File: src/ptsb_pkg.sv
// ptsb_pkg: constants, field layouts and types for the tlp stream block.
// assumes a single 100 MHz user clock shared by every importing module.
package ptsb_pkg;

    // config-space window registers, byte offsets
    localparam int          PTSB_NWIN = 7;
    localparam logic [7:0]  PTSB_OFF_WIN [PTSB_NWIN] =
        '{8'h10, 8'h14, 8'h18, 8'h1C, 8'h20, 8'h24, 8'h30};
    localparam logic [31:0] PTSB_WIN_RST = 32'h0000_0000;

    typedef enum logic [2:0] {
        PTSB_WK_NONE, PTSB_WK_M32, PTSB_WK_M64LO, PTSB_WK_M64HI, PTSB_WK_IO, PTSB_WK_ROM
    } ptsb_wkind_e;

    // window 0/1 form one 64-bit memory window
    localparam ptsb_wkind_e PTSB_WIN_KIND [PTSB_NWIN] = '{PTSB_WK_M64LO, PTSB_WK_M64HI,
        PTSB_WK_M32, PTSB_WK_IO, PTSB_WK_NONE, PTSB_WK_NONE, PTSB_WK_ROM};
    localparam logic [31:0] PTSB_WIN_MASK [PTSB_NWIN] = '{32'hFFF0_0000, 32'hFFFF_FFFF,
        32'hFFFF_F000, 32'hFFFF_FF00, 32'h0000_0000, 32'h0000_0000, 32'hFFFF_0001};
    localparam logic [31:0] PTSB_WIN_TYPE [PTSB_NWIN] = '{32'h0000_0004, 32'h0000_0000,
        32'h0000_0000, 32'h0000_0001, 32'h0000_0000, 32'h0000_0000, 32'h0000_0000};
    localparam logic [31:0] PTSB_ROM_EN  = 32'h0000_0001;
    localparam int          PTSB_HIT_RSV = 7;

    // header fields and codes
    localparam logic [2:0] PTSB_FMT_3ND = 3'h0;
    localparam logic [2:0] PTSB_FMT_4ND = 3'h1;
    localparam logic [2:0] PTSB_FMT_3D  = 3'h2;
    localparam logic [4:0] PTSB_TY_MEM  = 5'h00;
    localparam logic [4:0] PTSB_TY_IO   = 5'h02;
    localparam logic [4:0] PTSB_TY_CFG0 = 5'h04;
    localparam logic [4:0] PTSB_TY_CPL  = 5'h0A;
    localparam logic [4:0] PTSB_TY_MSG  = 5'h10;
    localparam logic [2:0] PTSB_ST_SC   = 3'h0;
    localparam logic [2:0] PTSB_ST_UR   = 3'h1;
    localparam logic [7:0] PTSB_MSG_NF  = 8'h21;
    localparam logic [11:0] PTSB_CFG_BC = 12'h004;
    localparam logic [9:0] PTSB_LEN_1   = 10'h001;
    localparam logic [10:0] PTSB_LEN_MAX = 11'h400;
    localparam logic [10:0] PTSB_HDR3   = 11'h003;
    localparam logic [10:0] PTSB_HDR4   = 11'h004;
    localparam logic [10:0] PTSB_BEAT_DW = 11'h004;
    // completer id: arbitrary neutral value
    localparam logic [15:0] PTSB_CPL_ID = 16'h0100;

    localparam logic [15:0] PTSB_KEEP_4 = 16'hFFFF;
    localparam logic [15:0] PTSB_KEEP_3 = 16'h0FFF;
    localparam logic [15:0] PTSB_KEEP_2 = 16'h00FF;
    localparam logic [15:0] PTSB_KEEP_1 = 16'h000F;
    localparam int          PTSB_TUSER_W = 10;

    typedef struct packed {
        logic [2:0]  fmt;
        logic [4:0]  ty;
        logic [13:0] attr;
        logic [9:0]  len;
    } ptsb_dw0_s;

    // one quad_doubleword_beat plus its framing
    typedef struct packed {
        logic [127:0] data;
        logic [15:0]  keep;
        logic         last;
    } ptsb_beat_s;

    typedef enum logic [1:0] {PTSB_RX_IDLE, PTSB_RX_FWD, PTSB_RX_DROP} ptsb_rx_e;
    typedef enum logic [1:0] {PTSB_IK_CPL, PTSB_IK_CPLD, PTSB_IK_UR, PTSB_IK_MSG} ptsb_ik_e;

    // payload bytes go big-endian onto the doubleword
    function automatic logic [31:0] ptsb_bswap(input logic [31:0] v);
        return {v[7:0], v[15:8], v[23:16], v[31:24]};
    endfunction

endpackage

File: src/ptsb_win_decode.sv
// ptsb_win_decode: compares a request address against the window bases.
// assumes bases are already masked by the register write logic.
`timescale 1ns/100ps
module ptsb_win_decode
    import ptsb_pkg::*;
(
    input  wire logic [31:0] base_i [PTSB_NWIN],
    input  wire logic [63:0] addr_i,
    input  wire logic        is_io_i,
    output logic      [7:0]  hit_o
);
    assign hit_o[PTSB_HIT_RSV] = 1'b0;

    for (genvar i = 0; i < PTSB_NWIN; i++)
    begin : g_win
        localparam int LO = (i > 0) ? i - 1 : 0;
        localparam int HI = (i < PTSB_NWIN - 1) ? i + 1 : i;
        logic h;
        // one driver per output bit, so each slice owns its result
        assign hit_o[i] = h;
        always_comb
        begin
            h = 1'b0;
            case (PTSB_WIN_KIND[i])
                PTSB_WK_M32: h = !is_io_i && addr_i[63:32] == 32'h0
                    && (base_i[i] & PTSB_WIN_MASK[i]) != 32'h0
                    && (addr_i[31:0] & PTSB_WIN_MASK[i]) == (base_i[i] & PTSB_WIN_MASK[i]);
                PTSB_WK_IO: h = is_io_i
                    && (base_i[i] & PTSB_WIN_MASK[i]) != 32'h0
                    && (addr_i[31:0] & PTSB_WIN_MASK[i]) == (base_i[i] & PTSB_WIN_MASK[i]);
                PTSB_WK_ROM: h = !is_io_i && base_i[i][0] && addr_i[63:32] == 32'h0
                    && (addr_i[31:0] & PTSB_WIN_MASK[i] & ~PTSB_ROM_EN)
                    == (base_i[i] & PTSB_WIN_MASK[i] & ~PTSB_ROM_EN);
                // lower half always hits for the pair [RL3]
                PTSB_WK_M64LO: h = !is_io_i && addr_i[63:32] == base_i[HI]
                    && {base_i[HI], base_i[i] & PTSB_WIN_MASK[i]} != 64'h0
                    && (addr_i[31:0] & PTSB_WIN_MASK[i]) == (base_i[i] & PTSB_WIN_MASK[i]);
                // upper bit only when a 64-bit address was given [RL5]
                PTSB_WK_M64HI: h = !is_io_i && base_i[i] != 32'h0
                    && addr_i[63:32] == base_i[i]
                    && (addr_i[31:0] & PTSB_WIN_MASK[LO]) == (base_i[LO] & PTSB_WIN_MASK[LO]);
                default: h = 1'b0;
            endcase
        end
    end
endmodule

File: src/ptsb_tlp_stream.sv
// ptsb_tlp_stream: tlp stream block between the link core and user logic.
// assumes link-side streams and link_up_i are synchronous to clk_i.
`timescale 1ns/100ps
// What the document requires of this block and its user
// [RL1] root port mode: no window decode, no base/limit filtering
// [RL2] endpoint: decode memory/io requests, hit vector on tuser[9:2]
// [RL3] one hit bit for 32-bit windows, two adjacent for 64-bit
// [RL4] unmatched request dropped silently, device queues unsupported-request response
// [RL5] 64-bit window given only 32-bit address gives one hit bit
// [RL6] hit bits 0..5 windows at 10h..24h, bit 6 rom at 30h, 7 reserved
// [RL7] hit vector held for the whole memory/io packet from its first beat
// [RL8] link down is a hot reset, stored packets discarded
// [RL9] receive packet in flight still completes to its header length
// [RL10] user treats a packet cut by link down as corrupt
// [RL11] stream width and clock fixed regardless of lane count or speed
// [RL12] packets big-endian: byte 0 at bits 31:24 of first doubleword
// [RL13] header is three or four doublewords, from format and type
// [RL14] user sends only well-formed packets; no format check here
// [RL15] device answers config requests and flags bad inbound requests itself
// [RL16] user builds its own requests and completions
// [RL17] endpoint raises internal request while an own packet waits
// [RL18] grant held high: own packets first, user packets stalled
// [RL19] user may hold grant low, then must grant at least one cycle
// [RL20] user holds first beat until transmit ready
// [RL21] user sends remaining beats, last with keep matching length
// [RL22] user drops valid after the final beat
// [RL23] transmit ready low while sending a granted internal packet
// [RL24] beats move only when valid and ready are both high
module ptsb_tlp_stream
    import ptsb_pkg::*;
(
    input  wire logic                    clk_i,
    input  wire logic                    sys_rst_i,
    input  wire logic                    root_port_i,
    input  wire logic                    link_up_i,
    input  wire ptsb_beat_s              link_rx_beat_i,
    input  wire logic                    link_rx_valid_i,
    output logic                         link_rx_ready_o,
    output ptsb_beat_s                   user_rx_beat_o,
    output logic [PTSB_TUSER_W-1:0]      user_rx_tuser_o,
    output logic                         user_rx_valid_o,
    input  wire logic                    user_rx_ready_i,
    input  wire ptsb_beat_s              user_tx_beat_i,
    input  wire logic                    user_tx_valid_i,
    output logic                         user_tx_ready_o,
    output ptsb_beat_s                   link_tx_beat_o,
    output logic                         link_tx_valid_o,
    input  wire logic                    link_tx_ready_i,
    output logic                         int_tlp_req_o,
    input  wire logic                    int_tlp_gnt_i,
    output logic                         user_link_up_o
);
    // stream width never depends on link width or speed [RL11]
    ptsb_rx_e    rx_st_q;
    logic [10:0] dw_left_q;
    logic        rx_rdy_q;
    logic        rx_v_q;
    ptsb_beat_s  rx_beat_q;
    logic [PTSB_TUSER_W-1:0] rx_user_q;
    logic [31:0] win_q [PTSB_NWIN];
    logic        pend_q;
    ptsb_ik_e    ik_q;
    logic [15:0] rid_q;
    logic [7:0]  tag_q;
    logic [31:0] cdata_q;
    logic        tx_v_q;
    ptsb_beat_s  tx_q;
    logic        utx_rdy_q;
    logic        inpkt_q;
    logic        req_q;
    logic        lnk_q;

    ptsb_dw0_s   h0;
    logic        hdr4;
    logic        is_mem;
    logic        is_io;
    logic        is_cfg;
    logic [10:0] pay;
    logic [10:0] total;
    logic [63:0] addr;
    logic [7:0]  dec_hit;
    logic [7:0]  hit_new;
    logic        beat_tk;
    logic        first_tk;
    logic        unclaimed;
    logic        fwd_new;
    logic        pad_beat;
    logic        load;
    logic        step;
    logic [10:0] dw_cur;
    logic        last_b;
    logic [15:0] keep_cur;
    logic        rx_v_d;
    logic        pend_d;
    logic [7:0]  cfg_off;
    logic [31:0] cfg_wdata;
    logic [31:0] cfg_wmask;
    logic [31:0] cfg_rdata;
    logic        cfg_wr;
    logic        utx_tk;
    logic        int_send;
    logic        tx_v_d;
    logic        inpkt_d;
    ptsb_beat_s  int_beat;

    // header decode on the first beat, byte 0 at bits 31:24 [RL12]
    assign h0      = link_rx_beat_i.data[31:0];
    assign hdr4    = h0.fmt[0]; // [RL13]
    assign is_mem  = h0.ty[4:1] == PTSB_TY_MEM[4:1];
    assign is_io   = h0.ty == PTSB_TY_IO;
    assign is_cfg  = h0.ty == PTSB_TY_CFG0;
    assign pay     = !h0.fmt[1] ? 11'h000 : (h0.len == 10'h000) ? PTSB_LEN_MAX : {1'b0, h0.len};
    assign total   = (hdr4 ? PTSB_HDR4 : PTSB_HDR3) + pay;
    assign addr    = hdr4 ? {link_rx_beat_i.data[95:64], link_rx_beat_i.data[127:96]}
                          : {32'h0, link_rx_beat_i.data[95:64]};

    ptsb_win_decode u_dec (
        .base_i  (win_q),
        .addr_i  (addr),
        .is_io_i (is_io),
        .hit_o   (dec_hit)
    );

    // root port passes all but type 0 config requests, with no hit bits [RL1] [RL2]
    assign hit_new   = (root_port_i || !(is_mem || is_io)) ? 8'h00 : dec_hit;
    assign unclaimed = !root_port_i && (is_mem || is_io) && dec_hit == 8'h00; // [RL4]
    assign fwd_new   = !is_cfg && !unclaimed; // [RL15]

    assign beat_tk  = link_rx_valid_i && rx_rdy_q; // [RL24]
    assign first_tk = beat_tk && rx_st_q == PTSB_RX_IDLE;
    // padding runs after link loss so the user sees the full length [RL9]
    assign pad_beat = rx_st_q == PTSB_RX_FWD && !link_up_i && !rx_v_q && !beat_tk;
    assign load     = (beat_tk && (rx_st_q == PTSB_RX_FWD || (first_tk && fwd_new))) || pad_beat;
    assign step     = first_tk || (rx_st_q == PTSB_RX_FWD && load)
                      || (rx_st_q == PTSB_RX_DROP && beat_tk);
    assign dw_cur   = first_tk ? total : dw_left_q;
    assign last_b   = dw_cur <= PTSB_BEAT_DW;

    always_comb
    begin
        case (dw_cur[1:0])
            2'd3:    keep_cur = PTSB_KEEP_3;
            2'd2:    keep_cur = PTSB_KEEP_2;
            2'd1:    keep_cur = PTSB_KEEP_1;
            default: keep_cur = PTSB_KEEP_4;
        endcase
        if (!last_b)
            keep_cur = PTSB_KEEP_4;
    end

    always_ff @(posedge clk_i)
    begin
        if (sys_rst_i)
        begin
            rx_st_q   <= PTSB_RX_IDLE;
            dw_left_q <= 11'h000;
        end
        else if (rx_st_q == PTSB_RX_DROP && !link_up_i)
            rx_st_q <= PTSB_RX_IDLE;
        else if (step)
        begin
            dw_left_q <= dw_cur - PTSB_BEAT_DW;
            if (last_b)
                rx_st_q <= PTSB_RX_IDLE;
            else if (first_tk)
                rx_st_q <= fwd_new ? PTSB_RX_FWD : PTSB_RX_DROP;
        end
    end

    assign rx_v_d = load || (rx_v_q && !user_rx_ready_i);

    always_ff @(posedge clk_i)
    begin
        if (sys_rst_i)
        begin
            rx_v_q    <= 1'b0;
            rx_beat_q <= '0;
            rx_user_q <= '0;
        end
        else
        begin
            rx_v_q <= rx_v_d;
            if (load)
            begin
                // pad beats carry zero data; the user treats the cut packet as corrupt [RL10]
                rx_beat_q.data <= pad_beat ? 128'h0 : link_rx_beat_i.data;
                rx_beat_q.keep <= keep_cur;
                rx_beat_q.last <= last_b;
            end
            if (first_tk && fwd_new)
                rx_user_q <= {hit_new, 2'b00}; // [RL2] [RL7]
        end
    end

    // one output slot keeps ready a flop, at half throughput
    always_ff @(posedge clk_i)
    begin
        if (sys_rst_i)
            rx_rdy_q <= 1'b0;
        else
            rx_rdy_q <= link_up_i && ((rx_st_q == PTSB_RX_DROP && !(step && last_b))
                        || (!rx_v_d && !(pend_d && (rx_st_q == PTSB_RX_IDLE
                        || (step && last_b)))));
    end

    // window registers, written by type 0 config writes
    assign cfg_off   = {link_rx_beat_i.data[71:66], 2'b00};
    assign cfg_wdata = ptsb_bswap(link_rx_beat_i.data[127:96]);
    assign cfg_wmask = {{8{link_rx_beat_i.data[35]}}, {8{link_rx_beat_i.data[34]}},
                        {8{link_rx_beat_i.data[33]}}, {8{link_rx_beat_i.data[32]}}};
    assign cfg_wr    = first_tk && is_cfg && h0.fmt == PTSB_FMT_3D; // [RL15]

    for (genvar i = 0; i < PTSB_NWIN; i++)
    begin : g_reg
        always_ff @(posedge clk_i)
        begin
            // hot reset clears the windows [RL8]
            if (sys_rst_i || !link_up_i)
                win_q[i] <= PTSB_WIN_RST;
            else if (cfg_wr && cfg_off == PTSB_OFF_WIN[i]) // [RL6]
                win_q[i] <= (win_q[i] & ~cfg_wmask)
                            | (cfg_wdata & cfg_wmask & PTSB_WIN_MASK[i]);
        end
    end

    always_comb
    begin
        cfg_rdata = 32'h0;
        for (int i = 0; i < PTSB_NWIN; i++)
            if (cfg_off == PTSB_OFF_WIN[i])
                cfg_rdata = (win_q[i] & PTSB_WIN_MASK[i]) | PTSB_WIN_TYPE[i];
    end

    // single internal packet slot; a full slot stalls new receive packets
    assign pend_d = link_up_i && ((first_tk && (is_cfg || unclaimed)) || (pend_q && !int_send));

    always_ff @(posedge clk_i)
    begin
        if (sys_rst_i)
        begin
            pend_q  <= 1'b0;
            ik_q    <= PTSB_IK_CPL;
            rid_q   <= 16'h0;
            tag_q   <= 8'h0;
            cdata_q <= 32'h0;
        end
        else
        begin
            pend_q <= pend_d; // [RL8]
            if (first_tk && (is_cfg || unclaimed))
            begin
                rid_q   <= link_rx_beat_i.data[63:48];
                tag_q   <= link_rx_beat_i.data[47:40];
                cdata_q <= ptsb_bswap(cfg_rdata);
                if (is_cfg)
                    ik_q <= h0.fmt[1] ? PTSB_IK_CPL : PTSB_IK_CPLD; // [RL15]
                else
                    ik_q <= (h0.fmt[1] && !is_io) ? PTSB_IK_MSG : PTSB_IK_UR; // [RL4]
            end
        end
    end

    always_comb
    begin
        int_beat      = '0;
        int_beat.last = 1'b1;
        int_beat.keep = PTSB_KEEP_3;
        int_beat.data[28:24] = PTSB_TY_CPL;
        int_beat.data[63:48] = PTSB_CPL_ID;
        int_beat.data[43:32] = PTSB_CFG_BC;
        int_beat.data[95:72] = {rid_q, tag_q};
        case (ik_q)
            PTSB_IK_CPLD:
            begin
                int_beat.data[31:29]  = PTSB_FMT_3D;
                int_beat.data[9:0]    = PTSB_LEN_1;
                int_beat.data[127:96] = cdata_q;
                int_beat.keep         = PTSB_KEEP_4;
            end
            PTSB_IK_UR:
                int_beat.data[47:45] = PTSB_ST_UR;
            PTSB_IK_MSG:
            begin
                int_beat.data        = '0;
                int_beat.data[31:29] = PTSB_FMT_4ND;
                int_beat.data[28:24] = PTSB_TY_MSG;
                int_beat.data[63:48] = PTSB_CPL_ID;
                int_beat.data[39:32] = PTSB_MSG_NF;
                int_beat.keep        = PTSB_KEEP_4;
            end
            default:
                int_beat.data[47:45] = PTSB_ST_SC;
        endcase
    end

    // transmit arbitration and output register
    assign utx_tk   = user_tx_valid_i && utx_rdy_q; // [RL24] [RL20]
    assign int_send = pend_q && int_tlp_gnt_i && !utx_rdy_q && !inpkt_q && link_up_i
                      && (!tx_v_q || link_tx_ready_i); // [RL18]
    assign tx_v_d   = link_up_i && (utx_tk || int_send || (tx_v_q && !link_tx_ready_i));
    assign inpkt_d  = link_up_i && (utx_tk ? !user_tx_beat_i.last : inpkt_q); // [RL21]

    always_ff @(posedge clk_i)
    begin
        if (sys_rst_i)
        begin
            tx_v_q    <= 1'b0;
            tx_q      <= '0;
            utx_rdy_q <= 1'b0;
            inpkt_q   <= 1'b0;
        end
        else
        begin
            tx_v_q  <= tx_v_d; // [RL8]
            inpkt_q <= inpkt_d;
            // user beats pass unchecked [RL14]
            if (utx_tk)
                tx_q <= user_tx_beat_i;
            else if (int_send)
                tx_q <= int_beat;
            // ready drops while an internal packet is granted or in flight [RL23]
            utx_rdy_q <= link_up_i && !tx_v_d && !(pend_d && int_tlp_gnt_i && !inpkt_d);
        end
    end

    always_ff @(posedge clk_i)
    begin
        if (sys_rst_i)
        begin
            req_q <= 1'b0;
            lnk_q <= 1'b0;
        end
        else
        begin
            req_q <= pend_d; // [RL17]
            lnk_q <= link_up_i;
        end
    end

    assign link_rx_ready_o = rx_rdy_q;
    assign user_rx_beat_o  = rx_beat_q;
    assign user_rx_tuser_o = rx_user_q;
    assign user_rx_valid_o = rx_v_q;
    assign user_tx_ready_o = utx_rdy_q;
    assign link_tx_beat_o  = tx_q;
    assign link_tx_valid_o = tx_v_q;
    assign int_tlp_req_o   = req_q;
    assign user_link_up_o  = lnk_q;

    a_root_no_hit: assert property (@(posedge clk_i) disable iff (sys_rst_i) // [RL1]
        first_tk && fwd_new && root_port_i |=> user_rx_tuser_o == '0)
        else $error("root port mode produced a hit bit");
    a_hit_shape: assert property (@(posedge clk_i) disable iff (sys_rst_i) // [RL3]
        user_rx_valid_o |-> $countones(user_rx_tuser_o) <= 2 && !user_rx_tuser_o[9])
        else $error("hit vector has too many bits or reserved bit");
    a_drop_unclaimed: assert property (@(posedge clk_i) disable iff (sys_rst_i) // [RL4]
        first_tk && unclaimed && link_up_i |=> pend_q && !user_rx_valid_o
        && (ik_q == PTSB_IK_UR || ik_q == PTSB_IK_MSG))
        else $error("unclaimed request not dropped with error response");
    a_hit_held: assert property (@(posedge clk_i) disable iff (sys_rst_i) // [RL7]
        user_rx_valid_o && user_rx_ready_i && !user_rx_beat_o.last
        |=> $stable(user_rx_tuser_o))
        else $error("hit vector changed inside a packet");
    a_hot_flush: assert property (@(posedge clk_i) disable iff (sys_rst_i) // [RL8]
        !link_up_i |=> !int_tlp_req_o && !link_tx_valid_o && !user_tx_ready_o)
        else $error("link down did not flush internal state");
    a_pad_emit: assert property (@(posedge clk_i) disable iff (sys_rst_i) // [RL9]
        pad_beat |=> user_rx_valid_o && user_rx_beat_o.data == 128'h0)
        else $error("missing pad beat after link loss");
    a_req_raise: assert property (@(posedge clk_i) disable iff (sys_rst_i) // [RL17]
        first_tk && is_cfg && link_up_i |=> int_tlp_req_o)
        else $error("internal request not raised for config access");
    a_user_stall: assert property (@(posedge clk_i) disable iff (sys_rst_i) // [RL18]
        int_tlp_req_o && int_tlp_gnt_i && !inpkt_q && !user_tx_ready_o
        |=> !user_tx_ready_o)
        else $error("user allowed while internal packet pending");
    a_int_send: assert property (@(posedge clk_i) disable iff (sys_rst_i) // [RL23]
        int_send |=> link_tx_valid_o && link_tx_beat_o.last && !user_tx_ready_o)
        else $error("internal packet send misbehaved");
    a_tx_pass: assert property (@(posedge clk_i) disable iff (sys_rst_i) // [RL24]
        user_tx_valid_i && user_tx_ready_o && link_up_i
        |=> link_tx_valid_o && link_tx_beat_o == $past(user_tx_beat_i))
        else $error("accepted user beat not forwarded");
endmodule

File: config.mk
export PLATFORM = sky130hd
export DESIGN_NAME = ptsb_tlp_stream
export DESIGN_NICKNAME = d
export VERILOG_FILES = /design/src/ptsb_pkg.sv /design/src/ptsb_win_decode.sv /design/src/ptsb_tlp_stream.sv
export SDC_FILE = /design/constraint.sdc
export NUM_CORES = 1
export LEC_CHECK = 0
export BUFFER_PORTS_ARGS = -buffer_cell sky130_fd_sc_hd__buf_2
export CORE_ASPECT_RATIO = 1.4
export CORE_MARGIN = 4
export CORE_UTILIZATION = 33
export CTS_CLUSTER_SIZE = 25
export DETAILED_ROUTE_END_ITERATION = 6
export PLACE_DENSITY = 0.56
export SKIP_CTS_REPAIR_TIMING = 1
export SLEW_MARGIN = 20
export SYNTH_ARGS = -nofsm -noshare
export SYNTH_HDL_FRONTEND = slang
export SYNTH_HIERARCHICAL = 1
export SYNTH_SLANG_ARGS = --single-unit
File: constraint.sdc
create_clock -name clk_i -period 9.8 [get_ports clk_i]
set_input_delay 1.47 -clock clk_i [delete_from_list [all_inputs] [get_ports clk_i]]
set_output_delay 1.47 -clock clk_i [all_outputs]
set_load 0.05 [all_outputs]
# Word level (Yosys, flattened, before mapping)
# Cells that the tools add are included.
dict set report word_totals {
  ff_bits 536
  inputBits 299
  out_inout_bits 306
  word_cells 203
}
dict set report classes {
  n_addsub 2
  magnitude_cmp 1
  n_eq_ne 23
  mux 32
  bitwise 13
  reduce_logical 107
}
# operator count
set ops {}
lappend ops {{145-bit two-way mux} 2}
lappend ops {{32-bit two-way mux} 8}
lappend ops {{32-bit bitwise AND} 6}
lappend ops {{32-bit bitwise OR} 5}
lappend ops {{128-bit two-way mux} 1}
lappend ops {{32-bit nonzero test} 3}
lappend ops {{64-bit two-way mux} 1}
lappend ops {{64-bit nonzero test} 1}
lappend ops {{1-bit logical AND} 57}
lappend ops {{48-bit two-way mux} 1}
lappend ops {{16-bit one-hot mux with 3 select lines} 1}
lappend ops {{17-bit one-hot mux with 2 select lines} 1}
lappend ops {{11-bit two-way mux} 3}
lappend ops {{32-bit == test} 1}
lappend ops {{32-bit zero test} 1}
lappend ops {{32-bit inverter} 1}
lappend ops {{24-bit == test} 1}
lappend ops {{6-bit by 3-bit == test with 1-bit output, second input constant} 4}
lappend ops {{1-bit zero test} 21}
lappend ops {{20-bit == test} 1}
lappend ops {{19-bit two-way mux} 1}
lappend ops {{6-bit by 4-bit == test with 1-bit output, second input constant} 3}
lappend ops {{16-bit == test} 1}
lappend ops {{16-bit two-way mux} 1}
lappend ops {{24 further kinds} 52}

# Depth between registers and ports, before layout
# Gate-level depths: netlist of run 1.
dict set report depth {
  word_depth 23
  ltp_mapped 16
  mapped_depth_nobuf 13
}

# By module
# Netlist of run 1, hierarchy kept.
# module instances cells_per_inst area_per_inst_um2 seq_area_each_um2
set by_module_without_submodules {}
lappend by_module_without_submodules {ptsb_tlp_stream 1 2572 22251.3 11771.3}
lappend by_module_without_submodules {ptsb_win_decode 1 200 1498.9 0.0}

# Least setup slack after synthesis of run 1
# No wires, ideal clock.
dict set report synth_timing {
  path_kind {input-to-reg}
  start {input port link_rx_beat_i[84] (netlist name)}
  end {register rx_beat_q (netlist bit user_rx_beat_o[12])}
  setup_time_ns 0.119
  arrival_ns 4.682
  required_time_ns 9.681
  setup_slack_ns 4.999
  stages 15
  path_buffers 4
  path_cell_list {clkbuf_1 -> clkbuf_1 -> clkbuf_1 -> and2_1 -> nor4_1 -> nand4_1 -> or3_4 -> nor4_2 -> buf_4 -> nor4_1 -> a31oi_1 -> nand2_1 -> a21oi_1 -> nand3_1 -> o221a_2}
}
dict set report synth_between {
  elab_chain_cells 13
  elab_cells_between_ends 21
  classes_between {eq/ne (1); mux (1); reduce/logical (19)}
}
# item line
set synth_lines {}
lappend synth_lines {{start: declaration} ptsb_tlp_stream.sv:36} ;# input wire ptsb_beat_s link_rx_beat_i,
lappend synth_lines {{64-bit two-way mux} ptsb_tlp_stream.sv:114} ;# assign addr = hdr4 ? {link_rx_beat_i.data[95:64], link_rx_beat_i.data[127:96]}
lappend synth_lines {{named net addr[35]} ptsb_tlp_stream.sv:80} ;# logic [63:0] addr;
lappend synth_lines {{32-bit zero test} ptsb_win_decode.sv:25} ;# PTSB_WK_M32: h = !is_io_i && addr_i[63:32] == 32'h0
lappend synth_lines {{1-bit logical AND} ptsb_win_decode.sv:25}
lappend synth_lines {{1-bit logical AND} ptsb_win_decode.sv:26} ;# && (base_i[i] & PTSB_WIN_MASK[i]) != 32'h0
lappend synth_lines {{1-bit logical AND} ptsb_win_decode.sv:27} ;# && (addr_i[31:0] & PTSB_WIN_MASK[i]) == (base_i[i] & PTSB_WIN_MASK[i]);
lappend synth_lines {{named net u_dec.g_win[2].h} ptsb_win_decode.sv:18} ;# logic h;
lappend synth_lines {{8-bit zero test} ptsb_tlp_stream.sv:126} ;# assign unclaimed = !root_port_i && (is_mem || is_io) && dec_hit == 8'h00;
lappend synth_lines {{1-bit logical AND} ptsb_tlp_stream.sv:126}
lappend synth_lines {{1-bit zero test} ptsb_tlp_stream.sv:127} ;# assign fwd_new = !is_cfg && !unclaimed;
lappend synth_lines {{1-bit logical AND} ptsb_tlp_stream.sv:127}
lappend synth_lines {{1-bit logical AND} ptsb_tlp_stream.sv:133} ;# assign load = (beat_tk && (rx_st_q == PTSB_RX_FWD || (first_tk && fwd_new))) || pad_beat;
lappend synth_lines {{1-bit logical OR} ptsb_tlp_stream.sv:133}
lappend synth_lines {{1-bit logical AND} ptsb_tlp_stream.sv:133}
lappend synth_lines {{1-bit logical OR} ptsb_tlp_stream.sv:133}
lappend synth_lines {{end: declaration} ptsb_tlp_stream.sv:58} ;# ptsb_beat_s rx_beat_q;
# The timed path passes the listed nets, and every way through them passes these cells.
# A chain may end at the register's enable or synchronous reset.

# Worst setup path after layout of run 1
dict set report layout_timing {
  start {input port link_rx_beat_i[46] (netlist name)}
  end {register rx_beat_q (netlist bit user_rx_beat_o[97])}
}
dict set report layout_between {
  elab_cells_between_ends 26
  classes_between {eq/ne (5); mux (1); reduce/logical (20)}
}
# item line
set layout_rtl {}
lappend layout_rtl {{64-bit two-way mux} ptsb_tlp_stream.sv:114}
lappend layout_rtl {{named net addr[22]} ptsb_tlp_stream.sv:80}
lappend layout_rtl {{24-bit == test} ptsb_win_decode.sv:30} ;# && (addr_i[31:0] & PTSB_WIN_MASK[i]) == (base_i[i] & PTSB_WIN_MASK[i]);
lappend layout_rtl {{1-bit logical AND} ptsb_win_decode.sv:30}
lappend layout_rtl {{named net dec_hit[3]} ptsb_tlp_stream.sv:81} ;# logic [7:0] dec_hit;
lappend layout_rtl {{8-bit zero test} ptsb_tlp_stream.sv:126}
lappend layout_rtl {{1-bit logical AND} ptsb_tlp_stream.sv:126}
lappend layout_rtl {{1-bit zero test} ptsb_tlp_stream.sv:127}
lappend layout_rtl {{1-bit logical AND} ptsb_tlp_stream.sv:127}
lappend layout_rtl {{1-bit logical AND} ptsb_tlp_stream.sv:133}
lappend layout_rtl {{1-bit logical OR} ptsb_tlp_stream.sv:133}
lappend layout_rtl {{1-bit logical AND} ptsb_tlp_stream.sv:133}
lappend layout_rtl {{1-bit logical OR} ptsb_tlp_stream.sv:133}
# The timed path passes the listed nets, and every way through them passes these cells.

==> impl_table.tex, run 1 <==
\begin{tabular}{lr}
\hline
Metric & Value \\
\hline
\multicolumn{2}{l}{\textbf{CTS}} \\
\quad Clk buf depth & 3 \\
\quad Clock slew at reported path FFs & 0.06 ns \\
\quad Maximum level of the CTS H-tree & 2 \\
\quad Cts bufs inserted & 50 \\
\quad Clock Root Buffer & sky130\_fd\_sc\_hd\_\_clkbuf\_16 \\
\quad Clock latency of the later-clocked register in the worst-skew pair & 0.61 ns \\
\quad Clock tree from TritonCTS & built \\
\quad Count of clock tree sinks & $\sim$470 \\
\multicolumn{2}{l}{\textbf{GRT}} \\
\quad Maximum number of pins on one net before global-route repair & 85 \\
\quad Vias in the first global route & 20036 \\
\quad Initial antenna violation count & 13 \\
\quad Grt total ovfl & 0 \\
\quad Total routing usage reported by global routing & around a quarter \\
\quad Global-route wire length before repair & 132.6 mm \\
\multicolumn{2}{l}{\textbf{Setup path}} \\
\quad Peak fanout along the critical path & 66 \\
\quad Arrival time reported for the critical path endpoint & 6.43 ns \\
\quad Register-to-register setup slack & 5.47 ns \\
\quad Critical path's slowest cell & sky130\_fd\_sc\_hd\_\_nor4\_1 \\
\quad Critical Path Sink Type & register \\
\quad Crit-path max cell delay & about 0.73 ns \\
\quad Worst Reg-to-Reg Cells & 11 \\
\quad Worst setup path category & in -> reg \\
\quad Data required time of the critical path & 10.33 ns \\
\quad Critical path launch point type & input pin \\
\quad Buffers \& Inverters on Critical Path & 4 \\
\quad Critical Path, Cell by Cell & buf\_2 -> buf\_4 -> mux2\_2 -> xor2\_1 -> nor4\_1 -> nand3\_1 -> nor4\_1 -> nor4\_1 -> a31oi\_2 -> buf\_4 -> o21a\_4 -> buf\_4 -> nand2\_1 -> a21oi\_1 \\
\quad Number of stages on the worst setup path & 14 \\
\quad Dominant delay contributor by cell family on the critical path & buffers and inverters \\
\multicolumn{2}{l}{\textbf{Run status}} \\
\quad Run status & complete, no violations \\
\multicolumn{2}{l}{\textbf{Die}} \\
\quad Top-level I/O count & between 600 and 700 \\
\quad Starting density of the core & around a third \\
\quad Core box area & 61050 um\^{}2 \\
\quad Horizontal die dimension & 218.4 um \\
\quad Die Ht & 302.5 um \\
\quad Die footprint & 66050 um\^{}2 \\
\quad Number of placement rows & 107 \\
\multicolumn{2}{l}{\textbf{Drt}} \\
\quad Total length of routed wires & 93.62 mm \\
\quad Final routed wire length divided by cell count & 24.47 um \\
\quad Via-to-Cell Ratio & 5.397 \\
\quad DRC violation count after routing & 0 \\
\quad Number of search-and-repair iterations in the first detailed-routing pass & 6 \\
\quad Total number of vias & 20648 \\
\quad Starting DRT DRC Count & roughly 1800 \\
\quad Final ANT Viol Nets & 0 \\
\multicolumn{2}{l}{\textbf{STA}} \\
\quad RSZ-0062 raised after global routing & no \\
\quad Post-layout min period & 5.904 ns \\
\quad Portion of the clock cycle consumed by the worst path in the final layout & between 60 and 70\% \\
\quad Post-route setup TNS & 0 ns \\
\quad Max-slew headroom at the worst pin & 28.05\% \\
\quad Final clock skew & 0.03554 ns \\
\quad Setup-failing EPs final & 0 \\
\quad Max Transition Viols Final & 0 \\
\quad Endpoints failing hold & 0 \\
\quad Tightest Pin Transition & 1.075 ns \\
\quad FMAX & 169.4 MHz \\
\multicolumn{2}{l}{\textbf{Min path}} \\
\quad Depth of the worst hold-timing path & 2 \\
\quad Tightest Hold Check Type & reg -> reg \\
\multicolumn{2}{l}{\textbf{Synth}} \\
\quad Per-instance average area after synthesis & 8.148 um\^{}2 \\
\quad Synth Cell Area & around 20000 um\^{}2 \\
\quad Instance count of the mapped netlist & between 2000 and 3000 \\
\quad Synth warn & 6 \\
\multicolumn{2}{l}{\textbf{Place}} \\
\quad Instance area after placement & 23820 um\^{}2 \\
\quad Final weighted congestion in routability-driven placement & 0.9990 \\
\quad DP HPWL & 72.35 mm \\
\quad Port-buffer cells & 585 \\
\quad Placed cell count & 3731 \\
\multicolumn{2}{l}{\textbf{Pwr}} \\
\quad Net Sw Frac & $\sim$29\% \\
\quad Total net switching power & approximately 0.0013 W \\
\quad PnR Total Power & roughly 0.0047 W \\
\quad Flop pwr share & between 40\% and 50\% \\
\quad Peak VDD IR & roughly 0.12 mV \\
\quad Cell leakage power & 10.70 nW \\
\quad Share of power burned in combinational logic & around 14\% \\
\quad PwrDens & 181.8 nW/um\^{}2 \\
\quad Total internal power & 0.003321 W \\
\quad Portion of total power attributed to the clock network & 43.3\% \\
\multicolumn{2}{l}{\textbf{Cells and area}} \\
\quad Layout net count & 3273 \\
\quad Post-route cell area & $\sim$26000 um\^{}2 \\
\quad Final non-filler cell total & 3826 \\
\quad Fraction of layout cells with a size suffix above 1 & 26.06\% \\
\quad Area Overhead vs Synth & 25.11\% \\
\multicolumn{2}{l}{\textbf{Flow run}} \\
\quad Max-cap violations & 0 \\
\hline
\end{tabular}
area by class of cell:
type                    instances  area [um^2]
diodes                          4        10.01
clock inverters                22        270.3
clock buffers                  69         1474
flip-flops and latches        469         9389
inverters                      13        48.80
fillers                      6299        35470
well taps                     817         1022
multi-input cells            1820        10230
repair buffers                612         3137
metal layers:
| metal | share of wire, % | track usage [%] |
|---|---|---|
| met1 | 34 | 27.46 |
| met5 | 0.049 | 0 |
| met3 | 6.7 | 5.119 |
| met2 | 51 | 49.05 |
| met4 | 7.5 | 16.81 |
power groups by stage:
stage / registers [W] / logic (W) / clock network (W)
after floorplan: 0.00218 / 0.000261 / 0
after global placement: 0.00203 / 0.000640 / 0
after detailed placement: 0.00203 / 0.000644 / 0
after CTS: 0.00199 / 0.000646 / 0.00206
after global routing: 0.00200 / 0.000685 / 0.00213
final: 0.00199 / 0.000646 / 0.00201
per-stage QoR:
step	hold WS [ns]	utilization (%)	worst slack [ns]
2_1_floorplan	0.4314	-	5.037
3_3_place_gp	0.4404	39.02	3.383
3_5_place_dp	0.4440	39.02	3.317
4_1_cts	0.4527	41.88	3.936
5_1_grt	0.4674	41.89	3.544
6_report	0.4508	41.90	3.896
layout by cell type, fill, tap and decap left out, types with 39 or more instances in the layout:
cell	count
sky130_fd_sc_hd__and2_1	40
sky130_fd_sc_hd__nand2_1	567
sky130_fd_sc_hd__buf_2	584
sky130_fd_sc_hd__clkbuf_16	51
sky130_fd_sc_hd__dfxtp_1	469
sky130_fd_sc_hd__nor3_1	51
sky130_fd_sc_hd__nor2_1	164
sky130_fd_sc_hd__nand3_1	135
sky130_fd_sc_hd__mux2i_1	39
sky130_fd_sc_hd__a21oi_1	350
sky130_fd_sc_hd__nor4_1	60
sky130_fd_sc_hd__xor2_1	105
worst paths after layout:
| kind | start | end |
|---|---|---|
| worst max-delay path | link_rx_beat_i[46] | user_rx_beat_o[97] |
| worst min-delay path | user_rx_beat_o[73] | user_rx_beat_o[73] |
| worst max register to register | register | user_rx_beat_o[97] |
| worst min register to register | user_rx_beat_o[73] | user_rx_beat_o[73] |
worst register-to-register path, cell delays in order (launching register included):
cell                      delay (ns)
sky130_fd_sc_hd__dfxtp_1        0.54
sky130_fd_sc_hd__xor2_1         0.12
sky130_fd_sc_hd__nor4_1         0.31
sky130_fd_sc_hd__nand3_1        0.17
sky130_fd_sc_hd__nor4_1         0.68
sky130_fd_sc_hd__nor4_1         0.15
sky130_fd_sc_hd__a31oi_2        0.31
sky130_fd_sc_hd__buf_4          0.26
sky130_fd_sc_hd__o21a_4         0.68
sky130_fd_sc_hd__buf_4          0.68
sky130_fd_sc_hd__nand2_1        0.21
sky130_fd_sc_hd__a21oi_1        0.15
Note: power is estimated with default switching activity, not from simulation.
==> run 2, diff against run 1 <==
Clock period 9.8 ns to 5.5 ns, I/O delays scaled along.
==> run 2 against run 1 <==
Against the previous run:
- the flow now finishes with violations (design-rule violations)
- clock power up 81%
- non-clock buffer count up 8
- first-iteration DRC count down 4.5%
- design area up 0.76%
- largest cell class unchanged
==> impl_table.tex, run 2 (synthesis gave the netlist of run 1 again) <==
\begin{tabular}{lr}
\hline
Metric & Value \\
\hline
\multicolumn{2}{l}{\textbf{Drt}} \\
\quad Starting DRT DRC Count & 1745 \\
\quad Total number of vias & 20646 \\
\quad Total length of routed wires & 94.52 mm \\
\quad Number of search-and-repair iterations in the first detailed-routing pass & 7 \\
\quad Top sig layer & met5 \\
\quad Final ANT Viol Nets & 0 \\
\quad Wire length on met2 & 48.91 mm \\
\quad DRC violation count after routing & 1 \\
\quad Wire length on met3 & 6.763 mm \\
\quad Met1 WL & 32.42 mm \\
\quad Via-to-Cell Ratio & 5.378 \\
\quad Final routed wire length divided by cell count & about 25 um \\
\multicolumn{2}{l}{\textbf{Setup path}} \\
\quad Crit-path max cell delay & 0.65 ns \\
\quad Data required time of the critical path & around 6.0 ns \\
\quad Cell occurring most often along the worst timing path & sky130\_fd\_sc\_hd\_\_buf\_4 \\
\quad Critical path launch point type & input pin \\
\quad Worst setup path category & in -> reg \\
\quad Critical Path Sink Type & register \\
\quad Critical Path, Cell by Cell & buf\_2 -> buf\_4 -> mux2\_2 -> xor2\_1 -> nor4\_1 -> buf\_4 -> nand4\_1 -> nor3\_1 -> buf\_4 -> nor4\_1 -> a31oi\_2 -> buf\_12 -> nor2\_4 -> buf\_4 -> nor2\_1 -> a311oi\_1 \\
\quad Peak fanout along the critical path & 44 \\
\quad Critical path's slowest cell & sky130\_fd\_sc\_hd\_\_buf\_2 \\
\quad Arrival time reported for the critical path endpoint & 4.85 ns \\
\multicolumn{2}{l}{\textbf{Place}} \\
\quad Placed cell count & 3737 \\
\quad Pre-CTS WS & approximately 0.51 ns \\
\quad Port-buffer cells & slightly below 600 \\
\quad DP HPWL & about 73 mm \\
\quad Final weighted congestion in routability-driven placement & 0.9978 \\
\multicolumn{2}{l}{\textbf{Cells and area}} \\
\quad Area Overhead vs Synth & 26.06\% \\
\quad Commonest non-fill, non-tap cells in the layout & sky130\_fd\_sc\_hd\_\_buf\_2 (584), sky130\_fd\_sc\_hd\_\_nand2\_1 (567), sky130\_fd\_sc\_hd\_\_dfxtp\_1 (469) \\
\quad Utilization after layout & 42.21\% \\
\quad Fraction of layout cells with a size suffix above 1 & 26.24\% \\
\quad Leading cell type in the layout, fill and taps excluded & sky130\_fd\_sc\_hd\_\_buf\_2 \\
\quad Layout net count & roughly 3300 \\
\quad Final non-filler cell total & around 3800 \\
\multicolumn{2}{l}{\textbf{Pwr}} \\
\quad Cell leakage power & around 11 nW \\
\quad PwrDens & approximately 320 nW/um\^{}2 \\
\quad Peak VDD IR & $\sim$0.25 mV \\
\multicolumn{2}{l}{\textbf{GRT}} \\
\quad Vias in the first global route & approximately 20000 \\
\quad Initial antenna violation count & 16 \\
\quad Global-route wire length before repair & approximately 130 mm \\
\quad Total routing usage reported by global routing & 26.90\% \\
\quad Grt total ovfl & 0 \\
\quad Maximum number of pins on one net before global-route repair & 103 \\
\multicolumn{2}{l}{\textbf{CTS}} \\
\quad Clock latency of the later-clocked register in the worst-skew pair & roughly 0.6 ns \\
\quad Maximum level of the CTS H-tree & 2 \\
\quad Clock tree from TritonCTS & built \\
\quad Clock Root Buffer & sky130\_fd\_sc\_hd\_\_clkbuf\_16 \\
\quad Count of clock tree sinks & 469 \\
\quad Clk buf depth & 3 \\
\quad Clock slew at reported path FFs & 0.06 ns \\
\quad Cts bufs inserted & 50 \\
\multicolumn{2}{l}{\textbf{STA}} \\
\quad Worst-case setup margin in the final layout & around 1.1 ns \\
\quad Setup-failing EPs final & 0 \\
\quad Tightest Pin Transition & approximately 1 ns \\
\quad RSZ-0062 raised after global routing & no \\
\quad FMAX & 228.9 MHz \\
\quad Post-route setup TNS & 0 ns \\
\quad Max Transition Viols Final & 0 \\
\quad Final clock skew & roughly 0.028 ns \\
\quad Portion of the clock cycle consumed by the worst path in the final layout & 79.43\% \\
\quad Max-slew headroom at the worst pin & 33.73\% \\
\quad Endpoints failing hold & 0 \\
\quad Post-layout min period & about 4.4 ns \\
\multicolumn{2}{l}{\textbf{Die}} \\
\quad Starting density of the core & 33.49\% \\
\quad Horizontal die dimension & 218.4 um \\
\quad Die footprint & 66050 um\^{}2 \\
\quad Core box area & 61050 um\^{}2 \\
\quad Number of placement rows & roughly 110 \\
\quad Top-level I/O count & 605 \\
\quad Die Ht & 302.5 um \\
\multicolumn{2}{l}{\textbf{Run status}} \\
\quad Run status & finished, violations left \\
\quad Violations in the final reports & design-rule violations \\
\multicolumn{2}{l}{\textbf{Flow run}} \\
\quad Max-cap violations & 0 \\
\multicolumn{2}{l}{\textbf{Min path}} \\
\quad Tightest Hold Check Type & reg -> reg \\
\hline
\end{tabular}
[run 2: changes by cell type in the layout (fill, tap and decap cells not counted), moves of 2 or more]
cell and delta:
sky130_fd_sc_hd__buf_12 +6, sky130_fd_sc_hd__buf_6 +3, sky130_fd_sc_hd__clkbuf_8 +3, sky130_fd_sc_hd__clkinv_2 -4, sky130_fd_sc_hd__clkinv_4 +2, sky130_fd_sc_hd__clkinv_8 +2
sky130_fd_sc_hd__diode_2 +4
[run 2: critical path: cells and delay by family]
family                 cells  cell delay (ns)
AO/OA/AOI/OAI              2             0.39
XOR/XNOR                   1             0.18
AND/OR/NAND/NOR            6             1.09
multiplexers               1             0.42
buffers and inverters      6             1.88
[run 2: layer usage]
layer | GRT usage, % | up-vias
met5 | 0 | -
met4 | 15.19 | 10
met3 | 5.851 | 256
met2 | 49.80 | 880
met1 | 27.94 | 9873
li1 | - | 9627
[run 2: metrics by stage]
| stage | cell area (um^2) | hold slack, ns | power (W) |
|---|---|---|---|
| 2_1_floorplan | 20450 | 0.4314 | 0.004347 |
| 3_3_place_gp | 23940 | 0.4403 | 0.004764 |
| 3_5_place_dp | 23940 | 0.4439 | 0.004775 |
| 4_1_cts | 25720 | 0.4220 | 0.008423 |
| 5_1_grt | 25760 | 0.4357 | 0.008638 |
| 6_report | 25770 | 0.4505 | 0.008346 |
[run 2: path summary, 6_finish.rpt]
| check | depth (start not counted) | from | slack [ns] | to |
|---|---|---|---|---|
| min | 2 | user_rx_tuser_o[2] | 0.45 | user_rx_tuser_o[2] |
| min reg2reg | 2 | user_rx_tuser_o[2] | 0.45 | user_rx_tuser_o[2] |
| max | 16 | link_rx_beat_i[46] | 1.13 | ik_q[0] |
| max reg2reg | 11 | register | 1.86 | ik_q[0] |
[run 2: area by class of cell]
| class | instances | area (um^2) |
|---|---|---|
| fillers | 6354 | 35280 |
| multi-input cells | 1820 | 10220 |
| flip-flops and latches | 469 | 9389 |
| repair buffers | 620 | 3283 |
| clock buffers | 72 | 1515 |
| well taps | 817 | 1022 |
| clock inverters | 20 | 269.0 |
| inverters | 13 | 48.80 |
| diodes | 8 | 20.02 |
[run 2: power by group]
part | leakage (nW) | internal (W) | total [W] | switching (W)
sequential | 3.80 | 0.00349 | 0.00355 | 0.0000570
combinational | 6.11 | 0.000319 | 0.00116 | 0.000836
clock | 0.883 | 0.00216 | 0.00364 | 0.00149
==> run 3, diff against run 2 <==
Settings changed: PLACE_DENSITY 0.56 to 0.58.
Clock period 5.5 ns to 3.5 ns, I/O delays scaled along.
==> run 3 against run 2 <==
Against the previous run:
- the run now ends clean
- routed wire length is 1.8% higher
- non-clock buffer count increased by 179
- design area increased by 5.9%
- largest power group is now sequential cells
==> impl_table.tex, run 3 (synthesis gave the netlist of run 1 again) <==
\begin{tabular}{lr}
\hline
Metric & Value \\
\hline
\multicolumn{2}{l}{\textbf{Cells and area}} \\
\quad Final non-filler cell total & 4022 \\
\quad Leading cell type in the layout, fill and taps excluded & sky130\_fd\_sc\_hd\_\_buf\_2 \\
\quad Area Overhead vs Synth & 33.50\% \\
\quad Area of the multi-input gates & 10310 um\^{}2 \\
\quad \# fillers & 6271 \\
\quad Fraction of layout cells with a size suffix above 1 & between 30\% and 40\% \\
\quad Layout net count & 3458 \\
\quad FF+latch area & 9389 um\^{}2 \\
\quad Commonest non-fill, non-tap cells in the layout & sky130\_fd\_sc\_hd\_\_buf\_2 (583), sky130\_fd\_sc\_hd\_\_nand2\_1 (567), sky130\_fd\_sc\_hd\_\_dfxtp\_1 (469) \\
\multicolumn{2}{l}{\textbf{CTS}} \\
\quad Count of clock tree sinks & $\sim$470 \\
\quad Clock latency of the later-clocked register in the worst-skew pair & 0.61 ns \\
\quad Cts bufs inserted & 48 \\
\quad Clock tree from TritonCTS & built \\
\quad Clock slew at reported path FFs & 0.06 ns \\
\quad Maximum level of the CTS H-tree & 2 \\
\quad Clk buf depth & 3 \\
\quad Clock Root Buffer & sky130\_fd\_sc\_hd\_\_clkbuf\_16 \\
\multicolumn{2}{l}{\textbf{Min path}} \\
\quad Depth of the worst hold-timing path & 3 \\
\quad Tightest Hold Check Type & in -> reg \\
\quad Worst Hold Path EP & user\_rx\_beat\_o[40] \\
\quad Worst hold start & link\_rx\_beat\_i[40] \\
\multicolumn{2}{l}{\textbf{Die}} \\
\quad Core box area & 61050 um\^{}2 \\
\quad Die Ht & 302.5 um \\
\quad Number of placement rows & 107 \\
\quad Die footprint & 66050 um\^{}2 \\
\quad Starting density of the core & 33.49\% \\
\quad Top-level I/O count & 605 \\
\quad Horizontal die dimension & 218.4 um \\
\multicolumn{2}{l}{\textbf{Setup path}} \\
\quad Worst setup path category & in -> reg \\
\quad Arrival time reported for the critical path endpoint & 3.82 ns \\
\quad Critical path launch point type & input pin \\
\quad Endpoint of the worst-slack reg-to-reg timing path & cdata\_q[1] \\
\quad Peak fanout along the critical path & 24 \\
\quad Register-to-register setup slack & 0.33 ns \\
\quad Critical Path Sink Type & register \\
\quad Data required time of the critical path & 3.99 ns \\
\quad Worst Reg-to-Reg Cells & 12 \\
\multicolumn{2}{l}{\textbf{STA}} \\
\quad Setup-failing EPs final & 0 \\
\quad Max Transition Viols Final & 0 \\
\quad Portion of the clock cycle consumed by the worst path in the final layout & 95.26\% \\
\quad RSZ-0062 raised after global routing & no \\
\quad Post-route setup TNS & 0 ns \\
\quad Tightest Pin Transition & 0.9900 ns \\
\quad Max-slew headroom at the worst pin & 34.00\% \\
\quad Final clock skew & 0.03710 ns \\
\quad FMAX & about 300 MHz \\
\quad Endpoints failing hold & 0 \\
\quad Post-layout min period & between 3 and 4 ns \\
\multicolumn{2}{l}{\textbf{Drt}} \\
\quad Total number of vias & 21100 \\
\quad Via-to-Cell Ratio & 5.246 \\
\quad DRC violation count after routing & 0 \\
\quad Final ANT Viol Nets & 0 \\
\quad Total length of routed wires & 96.18 mm \\
\quad Number of search-and-repair iterations in the first detailed-routing pass & 6 \\
\quad Final routed wire length divided by cell count & 23.91 um \\
\quad Starting DRT DRC Count & $\sim$1700 \\
\multicolumn{2}{l}{\textbf{Place}} \\
\quad DP HPWL & 74.98 mm \\
\quad Placed cell count & 3917 \\
\quad Port-buffer cells & 585 \\
\quad Final weighted congestion in routability-driven placement & a little over 1 \\
\multicolumn{2}{l}{\textbf{Pwr}} \\
\quad Total internal power & 0.009365 W \\
\quad Portion of total power attributed to the clock network & 42.4\% \\
\quad Cell leakage power & 11.70 nW \\
\quad Share of power burned in combinational logic & around 15\% \\
\quad Peak VDD IR & 0.3668 mV \\
\quad Total net switching power & 0.003701 W \\
\quad PwrDens & $\sim$480 nW/um\^{}2 \\
\quad Flop pwr share & 42.6\% \\
\quad Net Sw Frac & 28.33\% \\
\multicolumn{2}{l}{\textbf{GRT}} \\
\quad Maximum number of pins on one net before global-route repair & approximately 180 \\
\quad Global-route wire length before repair & 136.2 mm \\
\quad Initial antenna violation count & 26 \\
\quad Total routing usage reported by global routing & 27.48\% \\
\quad Grt total ovfl & 0 \\
\quad Vias in the first global route & a little over 20000 \\
\multicolumn{2}{l}{\textbf{Run status}} \\
\quad Run status & complete, no violations \\
\multicolumn{2}{l}{\textbf{Flow run}} \\
\quad Max-cap violations & 0 \\
\hline
\end{tabular}
run 3: worst max path at each step:
stage | from | endpoint | slack (ns) | cells past startpoint
4_1_cts | register | cdata_q[1] | -0.04 | 13
3_3_place_gp | link_rx_beat_i[46] | rid_q[14] | -0.63 | 16
2_1_floorplan | link_rx_beat_i[84] | user_rx_beat_o[12] | 0.02 | 15
5_1_grt | link_rx_beat_i[46] | tag_q[6] | 0.01 | 16
3_5_place_dp | link_rx_beat_i[46] | rid_q[14] | -0.62 | 16
6_report | link_rx_beat_i[46] | tag_q[4] | 0.17 | 17
run 3: critical path, cell delays in order:
cell and delay (ns):
sky130_fd_sc_hd__clkbuf_4 0.20, sky130_fd_sc_hd__buf_12 0.17, sky130_fd_sc_hd__buf_12 0.13, sky130_fd_sc_hd__mux2_2 0.39, sky130_fd_sc_hd__xor2_1 0.18, sky130_fd_sc_hd__nor4_2 0.35
sky130_fd_sc_hd__nand4_1 0.28, sky130_fd_sc_hd__nor3_2 0.23, sky130_fd_sc_hd__buf_4 0.15, sky130_fd_sc_hd__nor4_1 0.05, sky130_fd_sc_hd__a31oi_2 0.22, sky130_fd_sc_hd__buf_6 0.17
sky130_fd_sc_hd__nand2b_2 0.15, sky130_fd_sc_hd__buf_12 0.17, sky130_fd_sc_hd__buf_12 0.18, sky130_fd_sc_hd__nand2_1 0.08, sky130_fd_sc_hd__a21oi_1 0.14
run 3: cell type report:
class                   instances  area share [%]
diodes                         19          0.1742
clock buffers                  66           5.020
clock inverters                19           1.082
inverters                      13          0.1788
multi-input cells            1820           37.78
flip-flops and latches        469           34.40
well taps                     817           3.745
repair buffers                799           17.62
run 3: power groups by stage:
stage	clock (W)	sequential (W)	combinational (W)
after detailed placement	0	0.00569	0.00196
after CTS	0.00565	0.00557	0.00196
after global routing	0.00587	0.00558	0.00208
after floorplan	0	0.00610	0.000738
after global placement	0	0.00568	0.00196
final	0.00554	0.00557	0.00196
run 3: layer usage:
layer,vias to the layer above,track usage (%),wire (um)
li1,9977,-,-
met1,10037,28.64,33330
met2,851,50.31,49960
met3,235,5.239,6277
met4,0,17.52,6613
met5,-,0,0
run 3: per-stage QoR:
step           instance area (um^2)  power [W]  utilization [%]  hold slack [ns]  worst slack [ns]
3_3_place_gp                  25480   0.007643            41.73           0.4369           -0.6250
2_1_floorplan                 20510   0.006838                -           0.4314           0.01753
3_5_place_dp                  25480   0.007641            41.73           0.4414           -0.6151
6_report                      27290    0.01307            44.71           0.1654            0.1659
5_1_grt                       27290    0.01354            44.70           0.1457           0.01275
4_1_cts                       27140    0.01318            44.46           0.1290          -0.03650
